--- config.mk ---
export PLATFORM = sky130hd
export DESIGN_NAME = motor_starter_io
export DESIGN_NICKNAME = d
export VERILOG_FILES = /design/src/hw/starter_pkg.sv /design/src/hw/motor_starter_io.sv
export VERILOG_INCLUDE_DIRS = /design/src /design/src/hw
export SDC_FILE = /design/constraint.sdc
export NUM_CORES = 1
export LEC_CHECK = 0
export ABC_AREA = 1
export BUFFER_PORTS_ARGS = -buffer_cell sky130_fd_sc_hd__buf_2
export CELL_PAD_IN_SITES_DETAIL_PLACEMENT = 2
export CELL_PAD_IN_SITES_GLOBAL_PLACEMENT = 2
export CORE_MARGIN = 2
export CORE_UTILIZATION = 25
export CTS_CLUSTER_DIAMETER = 100
export DETAILED_ROUTE_END_ITERATION = 12
export GPL_ROUTABILITY_DRIVEN = 0
export PLACE_DENSITY = 0.82
export SYNTH_ARGS = -nofsm -noshare
export SYNTH_HDL_FRONTEND = slang
export SYNTH_SLANG_ARGS = --single-unit
--- constraint.sdc ---
create_clock -name clk -period 1.93 [get_ports clk]
set_clock_uncertainty 0.05 [all_clocks]
set_input_delay 0.2895 -clock clk [delete_from_list [all_inputs] [get_ports clk]]
set_output_delay 0.2895 -clock clk [all_outputs]
set_load 0.03 [all_outputs]
--- src/hw/starter_regs.svh ---
// Purpose: Constants for the motor starter process-data block
// Assumes: 250 MHz clock
// Notes:   Offsets index 32-bit words on the plain register port
`ifndef STARTER_REGS_SVH
`define STARTER_REGS_SVH
`define CLK_PERIOD_NS       4
`define ADDR_CTRL           4'h0
`define ADDR_STATUS         4'h1
`define ADDR_DIAG           4'h2
`define ADDR_IRQ_STAT       4'h3
`define ADDR_IRQ_MASK       4'h4
`define ADDR_SLAVE_ADDR     4'h5
`define CTRL_JUMPER_BIT     0
`define CTRL_ACW_BIT        1
`define CTRL_RESET          2'h0
`define IRQ_FAULT_BIT       0
`define IRQ_RESET_BIT       1
`define IRQ_SUPPLY_BIT      2
`define IRQ_MASK_RESET      3'h0
`define SLAVE_ADDR_RESET    5'h00
`define DEBOUNCE_NS         1000
`define DEBOUNCE_CYC        ((`DEBOUNCE_NS + `CLK_PERIOD_NS - 1) / `CLK_PERIOD_NS)
`endif

--- src/hw/starter_pkg.sv ---
// Purpose: Types for the motor starter process-data block
// Assumes: Nothing beyond the constants header
// Notes:   Gray codes along the usual mode path
package starter_pkg;
	typedef enum logic [1:0] {
		MODE_OFF  = 2'b00,
		MODE_AUTO = 2'b01,
		MODE_HAND = 2'b11
	} key_mode_t;
	typedef enum logic [1:0] {
		RUN_STOP = 2'b00,
		RUN_FWD  = 2'b01,
		RUN_REV  = 2'b11
	} run_dir_t;
endpackage

--- src/hw/motor_starter_io.sv ---
// Purpose: Process-data bits, contactor control and diagnostics of a motor starter
// Assumes: Pins are synchronised here; master bits arrive on clk
// Notes:   Reset is synchronous, active low
//
// Chosen here: the placing of the registers and strobed register access.
`timescale 1ns/1ps
`include "starter_regs.svh"

// Overview of operation
// Ready bit high when ready for automatic operation, else low.
// Group bit low on fault, high when no fault.
// Sensor inputs copied onto input bits two and three.
// Forward contactor follows forward command bit.
// Reverse contactor follows reverse command bit.
// Both command bits high means fault reset, never both contactors.
// Auxiliary output follows the aux command bit while there is no motor overload.
// Forward and reverse contactors are never on together.
// Sensor supply overload or short raises group error.
// Replacement unit takes over stored slave address automatically.
// Detailed diagnostic status readable through parameter channel.
// Key modes auto, off, manual; manual runs from direction selector.
// Rotation direction swapped by configuration switch.
// After 24 V return in manual, no restart until key set off.
// Jumper closed: thermistor or plug fault clears ready, not group.
// Contactors held released while group error is active until reset.
module motor_starter_io (
	input  wire logic                 clk,
	input  wire logic                 rst_n,
	input  wire logic                 fwd_cmd_bit,
	input  wire logic                 rev_cmd_bit,
	input  wire logic                 aux_out_bit,
	output logic                      ready_auto_bit,
	output logic                      group_ok_bit,
	output logic                      sensor_a_bit,
	output logic                      sensor_b_bit,
	input  wire logic                 sensor_a_input,
	input  wire logic                 sensor_b_input,
	input  wire logic                 sensor_supply_fault,
	input  wire logic                 motor_overload,
	input  wire logic                 thermistor_trip,
	input  wire logic                 motor_plug_missing,
	input  wire logic                 aux_supply_ok,
	input  wire starter_pkg::key_mode_t operating_key_switch,
	input  wire starter_pkg::run_dir_t  direction_selector,
	input  wire logic [4:0]           bus_slave_addr,
	input  wire logic                 bus_addr_valid,
	output logic                      forward_run,
	output logic                      reverse_run,
	output logic                      aux_actuator_output,
	output logic [4:0]                slave_addr,
	input  wire logic [3:0]           reg_addr,
	input  wire logic [31:0]          reg_wdata,
	input  wire logic                 reg_wr,
	input  wire logic                 reg_rd,
	output logic [31:0]               reg_rdata,
	output logic                      irq
);
	import starter_pkg::*;

	// Pin synchronisers: stage one is read only by stage two
	logic [10:0] sync1_r;
	logic [10:0] sync2_r;
	logic [10:0] pins;
	assign pins = {sensor_a_input, sensor_b_input, sensor_supply_fault, motor_overload,
		thermistor_trip, motor_plug_missing, aux_supply_ok, operating_key_switch,
		direction_selector};

	logic       s_sen_a;
	logic       s_sen_b;
	logic       s_supply;
	logic       s_ovl;
	logic       s_therm;
	logic       s_plug;
	logic       s_aux_ok;
	key_mode_t  s_mode;
	run_dir_t   s_dir;
	assign s_sen_a  = sync2_r[10];
	assign s_sen_b  = sync2_r[9];
	assign s_supply = sync2_r[8];
	assign s_ovl    = sync2_r[7];
	assign s_therm  = sync2_r[6];
	assign s_plug   = sync2_r[5];
	assign s_aux_ok = sync2_r[4];
	assign s_mode   = key_mode_t'(sync2_r[3:2]);
	assign s_dir    = run_dir_t'(sync2_r[1:0]);

	// State
	logic [1:0]  ctrl_r;
	logic [1:0]  ctrl_nxt;
	logic        fault_r;
	logic        fault_nxt;
	logic        hand_lock_r;
	logic        hand_lock_nxt;
	logic        aux_ok_d_r;
	logic        aux_ok_d_nxt;
	logic [2:0]  irq_stat_r;
	logic [2:0]  irq_stat_nxt;
	logic [2:0]  irq_mask_r;
	logic [2:0]  irq_mask_nxt;
	logic [4:0]  addr_r;
	logic [4:0]  addr_nxt;
	logic [31:0] rdata_nxt;
	logic        fwd_r;
	logic        fwd_nxt;
	logic        rev_r;
	logic        rev_nxt;
	logic        aux_r;
	logic        aux_nxt;
	logic [3:0]  inbits_r;
	logic [3:0]  inbits_nxt;

	// Swaps the contactor pair when anticlockwise rotation is configured
	function automatic logic [1:0] orient(input logic f, input logic r, input logic acw);
		orient = acw ? {f, r} : {r, f};
	endfunction

	logic       jumper;
	logic       plug_fault;
	logic       group_fault;
	logic       reset_cmd;
	logic       want_f;
	logic       want_r;
	logic [1:0] drive;
	logic       ready;

	always_comb begin
		jumper      = ctrl_r[`CTRL_JUMPER_BIT];
		plug_fault  = s_therm | s_plug;
		// Jumper diverts motor-side faults into the ready bit
		group_fault = s_ovl | s_supply | ~s_aux_ok | (plug_fault & ~jumper);
		reset_cmd   = fwd_cmd_bit & rev_cmd_bit;
		fault_nxt   = fault_r;
		if (group_fault)
			fault_nxt = 1'b1;
		else if (reset_cmd)
			fault_nxt = 1'b0;
		hand_lock_nxt = hand_lock_r;
		aux_ok_d_nxt  = s_aux_ok;
		// Supply return while in hand latches a lock; key to off clears it
		if (s_aux_ok & ~aux_ok_d_r & (s_mode == MODE_HAND))
			hand_lock_nxt = 1'b1;
		else if (s_mode == MODE_OFF)
			hand_lock_nxt = 1'b0;
		want_f = 1'b0;
		want_r = 1'b0;
		unique case (s_mode)
			MODE_AUTO: begin
				want_f = fwd_cmd_bit & ~rev_cmd_bit;
				want_r = rev_cmd_bit & ~fwd_cmd_bit;
			end
			MODE_HAND: begin
				want_f = (s_dir == RUN_FWD) & ~hand_lock_r;
				want_r = (s_dir == RUN_REV) & ~hand_lock_r;
			end
			default: begin
			end
		endcase
		// A direction change passes through both released for one cycle
		if (fault_r | group_fault) begin
			want_f = 1'b0;
			want_r = 1'b0;
		end
		drive   = orient(want_f, want_r, ctrl_r[`CTRL_ACW_BIT]);
		fwd_nxt = drive[0] & ~rev_r & ~drive[1];
		rev_nxt = drive[1] & ~fwd_r & ~drive[0];
		aux_nxt = aux_out_bit & ~s_ovl;
		ready   = (s_mode == MODE_AUTO) & ~(jumper & plug_fault);
		inbits_nxt = {s_sen_b, s_sen_a, ~(fault_r | group_fault), ready};
		// Address follows the master's assignment so a swapped unit inherits it
		addr_nxt = bus_addr_valid ? bus_slave_addr : addr_r;
		ctrl_nxt     = ctrl_r;
		irq_mask_nxt = irq_mask_r;
		irq_stat_nxt = irq_stat_r;
		if (reg_wr && reg_addr == `ADDR_CTRL)
			ctrl_nxt = reg_wdata[1:0];
		if (reg_wr && reg_addr == `ADDR_IRQ_MASK)
			irq_mask_nxt = reg_wdata[2:0];
		if (reg_wr && reg_addr == `ADDR_IRQ_STAT)
			irq_stat_nxt = irq_stat_r & ~reg_wdata[2:0];
		// Set wins over a clear in the same cycle
		if (group_fault & ~fault_r)
			irq_stat_nxt[`IRQ_FAULT_BIT] = 1'b1;
		if (reset_cmd & fault_r & ~group_fault)
			irq_stat_nxt[`IRQ_RESET_BIT] = 1'b1;
		if (s_supply)
			irq_stat_nxt[`IRQ_SUPPLY_BIT] = 1'b1;
		rdata_nxt = 32'h0;
		if (reg_rd) begin
			unique case (reg_addr)
				`ADDR_CTRL:       rdata_nxt = {30'h0, ctrl_r};
				`ADDR_STATUS:     rdata_nxt = {26'h0, rev_r, fwd_r, inbits_r};
				// Detailed diagnosis beyond the group bit
				`ADDR_DIAG:       rdata_nxt = {24'h0, hand_lock_r, fault_r, s_aux_ok,
					s_plug, s_therm, s_supply, s_ovl, group_fault};
				`ADDR_IRQ_STAT:   rdata_nxt = {29'h0, irq_stat_r};
				`ADDR_IRQ_MASK:   rdata_nxt = {29'h0, irq_mask_r};
				`ADDR_SLAVE_ADDR: rdata_nxt = {27'h0, addr_r};
				default:          rdata_nxt = 32'h0;
			endcase
		end
	end

	always_ff @(posedge clk) begin
		sync1_r <= pins;
		sync2_r <= sync1_r;
		if (!rst_n) begin
			ctrl_r      <= `CTRL_RESET;
			fault_r     <= 1'b0;
			hand_lock_r <= 1'b1;
			aux_ok_d_r  <= 1'b0;
			irq_stat_r  <= 3'h0;
			irq_mask_r  <= `IRQ_MASK_RESET;
			addr_r      <= `SLAVE_ADDR_RESET;
			reg_rdata   <= 32'h0;
			fwd_r       <= 1'b0;
			rev_r       <= 1'b0;
			aux_r       <= 1'b0;
			inbits_r    <= 4'h0;
		end else begin
			ctrl_r      <= ctrl_nxt;
			fault_r     <= fault_nxt;
			hand_lock_r <= hand_lock_nxt;
			aux_ok_d_r  <= aux_ok_d_nxt;
			irq_stat_r  <= irq_stat_nxt;
			irq_mask_r  <= irq_mask_nxt;
			addr_r      <= addr_nxt;
			reg_rdata   <= rdata_nxt;
			fwd_r       <= fwd_nxt;
			rev_r       <= rev_nxt;
			aux_r       <= aux_nxt;
			inbits_r    <= inbits_nxt;
		end
	end

	assign forward_run         = fwd_r;
	assign reverse_run         = rev_r;
	assign aux_actuator_output = aux_r;
	assign ready_auto_bit      = inbits_r[0];
	assign group_ok_bit        = inbits_r[1];
	assign sensor_a_bit        = inbits_r[2];
	assign sensor_b_bit        = inbits_r[3];
	assign slave_addr          = addr_r;
	assign irq                 = |(irq_stat_r & irq_mask_r);
endmodule

==> flow_summary.yaml, run 1 <==
die:
  die_x_um: 93.54
  pin_count: 105
  rows: 32
  start_util_pct: 25.81
  die_h_um: 93.54
  coreArea_um2: 7767
  die-area_um2: 8750
sta:
  hold_viol_final: 0
  hold_ws_ns: 0.02940
  finalSetupViolations: 0
  slew_violations: 0
  rsz0062_at_grt: "no"
  fin_crit_ns: 1.439
  setup_tns_ns: 0
  fin_ws_ns: 0.4909
  fmax_mhz: 694.9
  fin_crit_sh_pct: 74.57
clock_tree:
  cts-root-buf: "clkbuf_8"
  cts_setup_buffers: 0
  clockBufferDepth: 2
  cts_resized: 0
  clock_latency_ns: 0.30
  cts.clk_slew.worst_paths_ns: 0.10
  cts_sinks: 53
  htree_levels: 2
  cts_tree: "done"
  cts_hold_buf: 0
  cts-buffers-inserted: 5
drt:
  drtIter0Drc: 66
  ant_nets: 0
  dr.pass1.iters: 3
  route.detailed.drc: 0
  viasPerCell: 4.062
  vias: 1649
  wl_mm: 5.026
  routedWlPerCell_um: 12.38
logic_synthesis:
  synth.distinct_cells: 23
  syn_inst: 247
  synth_seq_cells: 53
  yosysSeqAreaShare_pct: 52.93
  syn_area_um2: 2004
  ys.warnings.count: 0
  synth.avg_cell_area_um2: 8.115
placed_design:
  dpl_worst_slack_ns: 0.5574
  dp.cells: 398
  io_buffers: 51
  dp_hpwl_mm: 4.071
power_and_ir_drop:
  p_clk_share_pct: 32.5
  combPwrFrac_pct: 11.1
  p_int_w: 0.001496
  ir_drop_uv: 453.2
  power.switching_w: 0.0005693
  p_sw_share_pct: 27.56
  leakage_nw: 1.217
  powerDensity_nw_per_um2: 864.8
  seq_power_share_pct: 56.4
setup_path:
  required_ns: 1.59
  cp-end-kind: "primary output"
  critPathLaunchType: "register"
  worst_ep_arrival_time_ns: 1.10
  path_max_fanout: 2
  critPathKind: "reg2out"
global_routing:
  antenna_found_initial: 0
  overflow: 0
  grt_first_pass_wirelength_mm: 8.390
  grt_max_degree: 19
  track_usage_pct: 12.32
  grt_pass1_vias: 1787
finish:
  nNetsFinal: 363
  area_growth_pct: 19.16
  layout_common_cells: "dfxtp_1, buf_2, nand2_1"
  nFillCells: 947
  fin_cells: 406
  n_antenna_cell: 0
  drive_above_1_share_pct: 25.00
  final_common_cell: "dfxtp_1"
worst_hold_path:
  min_path_type: "in2reg"
flow_run:
  cap_violations: 0
run_status:
  status: "completed"
[worst paths after layout]
check | end | slack [ns] | from | cells after the start
setup reg to reg | reverse_run | 0.66 | sync2_r[2] | 7
setup / recovery | irq | 0.49 | irq_mask_r[0] | 3
hold / removal | sync1_r[4] | 0.03 | aux_supply_ok | 1
hold reg to reg | sync2_r[10] | 0.28 | sync1_r[10] | 0
[cell families (layout without fill, tap and decap cells)]
logic type / count (synthesis) / after routing / synth area share (%)
simple gates: 100 / 100 / 22.10
other cells: 1 / 24 / 0.1871
flops: 53 / 53 / 52.93
compound gates: 34 / 34 / 9.177
buf+inv: 59 / 93 / 15.60
[routing by layer]
layer / up-vias / track usage, % / wire length (um)
met4: 0 / 3.261 / 38
met3: 4 / 2.820 / 246
met5: - / 0 / 0
met2: 39 / 22.24 / 2591
li1: 827 / - / -
met1: 779 / 14.64 / 2150
[synth_stat cells]
cell type,n,area share [%]
dfxtp_1,53,53
nand2_1,49,9.2
inv_1,30,5.6
nor2_1,25,4.7
buf_4,24,9.0
o21ai_0,14,3.5
a21oi_1,12,3.0
nand3_1,12,3.0
inv_2,4,0.75
nor2_2,4,1.2
o21ai_1,4,1.0
nor2_4,3,1.7
nand2_2,2,0.62
nor3_1,2,0.50
a21oi_2,1,0.44
buf_2,1,0.25
conb_1,1,0.19
nand3_2,1,0.50
nand3b_1,1,0.37
o211ai_1,1,0.37
o21ai_2,1,0.44
o311ai_0,1,0.44
or2_2,1,0.31
[worst max-delay path, stage by stage (launching register included)]
cell      delay [ns]
dfxtp_1         0.34
inv_1           0.05
o211ai_1        0.18
buf_2           0.23
[layout make-up]
type	count	area, um^2	share of cell area, %
flip-flops and latches	53	1061	44.42
multi-input cells	158	716.9	30.02
repair buffers	51	255.2	10.69
inverters	34	127.6	5.343
well taps	102	127.6	5.343
clock buffers	6	82.58	3.457
clock inverters	2	17.52	0.7334
[stage by stage]
| step | power (W) | utilization [%] | instance area (um^2) |
|---|---|---|---|
| 2_1_floorplan | 0.001377 | - | 2091 |
| 3_3_place_gp | 0.001412 | 29.46 | 2288 |
| 3_5_place_dp | 0.001422 | 29.46 | 2288 |
| 4_1_cts | 0.002099 | 30.75 | 2389 |
| 5_1_grt | 0.002182 | 30.75 | 2389 |
| 6_report | 0.002066 | 30.75 | 2389 |
[power by group through the flow]
stage | clock network (W) | logic, W | registers, W
6_report | 0.000672 | 0.000228 | 0.00117
2_1_floorplan | 0 | 0.000165 | 0.00121
3_3_place_gp | 0 | 0.000223 | 0.00119
3_5_place_dp | 0 | 0.000230 | 0.00119
4_1_cts | 0.000700 | 0.000231 | 0.00117
5_1_grt | 0.000757 | 0.000252 | 0.00117
[state kept, by name, indices dropped and copies added (netlist names)]
name and flops:
aux_actuator_output 1, aux_ok_d_r 1, ctrl_r 2, fault_r 1, forward_run 1, hand_lock_r 1
inbits_r 4, irq_mask_r 3, irq_stat_r 3, reg_rdata 8, reverse_run 1, slave_addr 5
sync1_r 11, sync2_r 11
(Power assumes the default switching activity.)
==> inputs of run 2 (changes only) <==
CORE_UTILIZATION = 23   (was 25)
PLACE_DENSITY = 0.76   (was 0.82)
clock period = 1.49 ns   (was 1.93 ns; I/O delays follow)
==> flow_summary.yaml, run 2 (synthesized netlist as in run 1, its figures left out) <==
run_status:
  status: "completed"
global_routing:
  track_usage_pct: 11.18
  grt_max_degree: 18
  grt_pass1_vias: 1815
  overflow: 0
  use_met3_pct: 2.950
  antenna_found_initial: 0
  grt_busiest_layer: "met2"
  met1_usage_pct: 12.56
  met2_usage_pct: 20.57
  grt_first_pass_wirelength_mm: 8.445
sta:
  fin_crit_sh_pct: 93.85
  fin_ws_ns: 0.09159
  fmax_mhz: 715.1
  rsz0062_at_grt: "no"
  hold_viol_final: 0
  setup_tns_ns: 0
  fin_crit_ns: 1.398
  hold_ws_ns: 0.07986
  finalSetupViolations: 0
  slew_violations: 0
finish:
  drive_above_1_share_pct: 24.37
  nNetsFinal: 375
  area_growth_pct: 25.41
  n_antenna_cell: 0
  final_common_cell: "dfxtp_1"
  final_util_pct: 29.25
  layout_common_cells: "dfxtp_1, buf_2, nand2_1"
  top_regs: "sync1_r x11, sync2_r x11, reg_rdata x8"
setup_path:
  critPathLaunchType: "register"
  required_ns: 1.22
  critPathKind: "reg2out"
  cp-end-kind: "primary output"
  rr_worst_depth: 7
  worst_ep_arrival_time_ns: 1.12
  path_max_fanout: 2
die:
  die_h_um: 97.36
  die_x_um: 97.36
  pin_count: 105
  rows: 34
  start_util_pct: 23.33
  coreArea_um2: 8593
  die-area_um2: 9478
clock_tree:
  cts_setup_buffers: 0
  cts_tree: "done"
  cts.clk_slew.worst_paths_ns: 0.10
  cts_sinks: 53
  clock_latency_ns: 0.31
  clockBufferDepth: 2
  htree_levels: 2
  cts-root-buf: "clkbuf_8"
  cts-buffers-inserted: 5
drt:
  drtIter0Drc: 42
  dr.pass1.iters: 4
  routedWlPerCell_um: 12.26
  vias: 1709
  ant_nets: 0
  wl_mm: 5.197
  viasPerCell: 4.031
  route.detailed.drc: 0
flow_run:
  cap_violations: 0
power_and_ir_drop:
  leakage_nw: 1.268
  powerDensity_nw_per_um2: 1078
  ir_drop_uv: 567.4
placed_design:
  dpl_worst_slack_ns: 0.1374
  dp_hpwl_mm: 4.180
  io_buffers: 51
worst_hold_path:
  min_path_cells: 3
  min_path_type: "in2reg"
==> run 2: cell count changes in the layout (fill, tap and decap cells not counted), sizes merged <==
cell         change
buf              +1
dlygate4sd3     +11
==> run 2: area by class of cell <==
type	instances	area, um^2
clock buffers	6	82.58
clock inverters	2	17.52
fillers	1033	6080
inverters	34	127.6
multi-input cells	158	716.9
flip-flops and latches	53	1061
well taps	108	135.1
repair buffers	63	372.9
==> run 2: worst max-delay path, stage by stage (launching register included) <==
cell and delay, ns:
dfxtp_1 0.34, inv_1 0.05, o211ai_1 0.20, buf_2 0.23
==> run 2: what timing repair did <==
action / 4_1_cts / 5_1_grt
hold buffers: 11 / 0
resized for setup: 0 / 0
hold endpoints to repair: 11 / 0
==> run 2: power by group <==
part | switching [W] | internal [W]
sequential | 0.0000322 | 0.00148
combinational | 0.000224 | 0.0000946
clock | 0.000495 | 0.000387
total | 0.000751 | 0.00196
==> run 2: final timing paths <==
path,start,to,slack (ns)
worst max register to register,sync2_r[2],reverse_run,0.20
worst max-delay path,irq_mask_r[0],irq,0.09
worst min register to register,sync1_r[4],sync2_r[4],0.29
worst min-delay path,bus_slave_addr[1],slave_addr[1],0.08
==> run 2: layer usage <==
metal  up-vias  share of wire, %
li1        850                 -
met1       808                43
met2        47                51
met3         4               5.1
met4         0              0.65
met5         -                 0
==> run 2: stage by stage <==
step                      area, um^2  std cells  total power [W]
after floorplan                 2091        270         0.001783
after global placement          2303        405         0.001833
after detailed placement        2303        405         0.001844
after CTS                       2514        424         0.002767
after global routing            2514        424         0.002840
final                           2514        424         0.002710
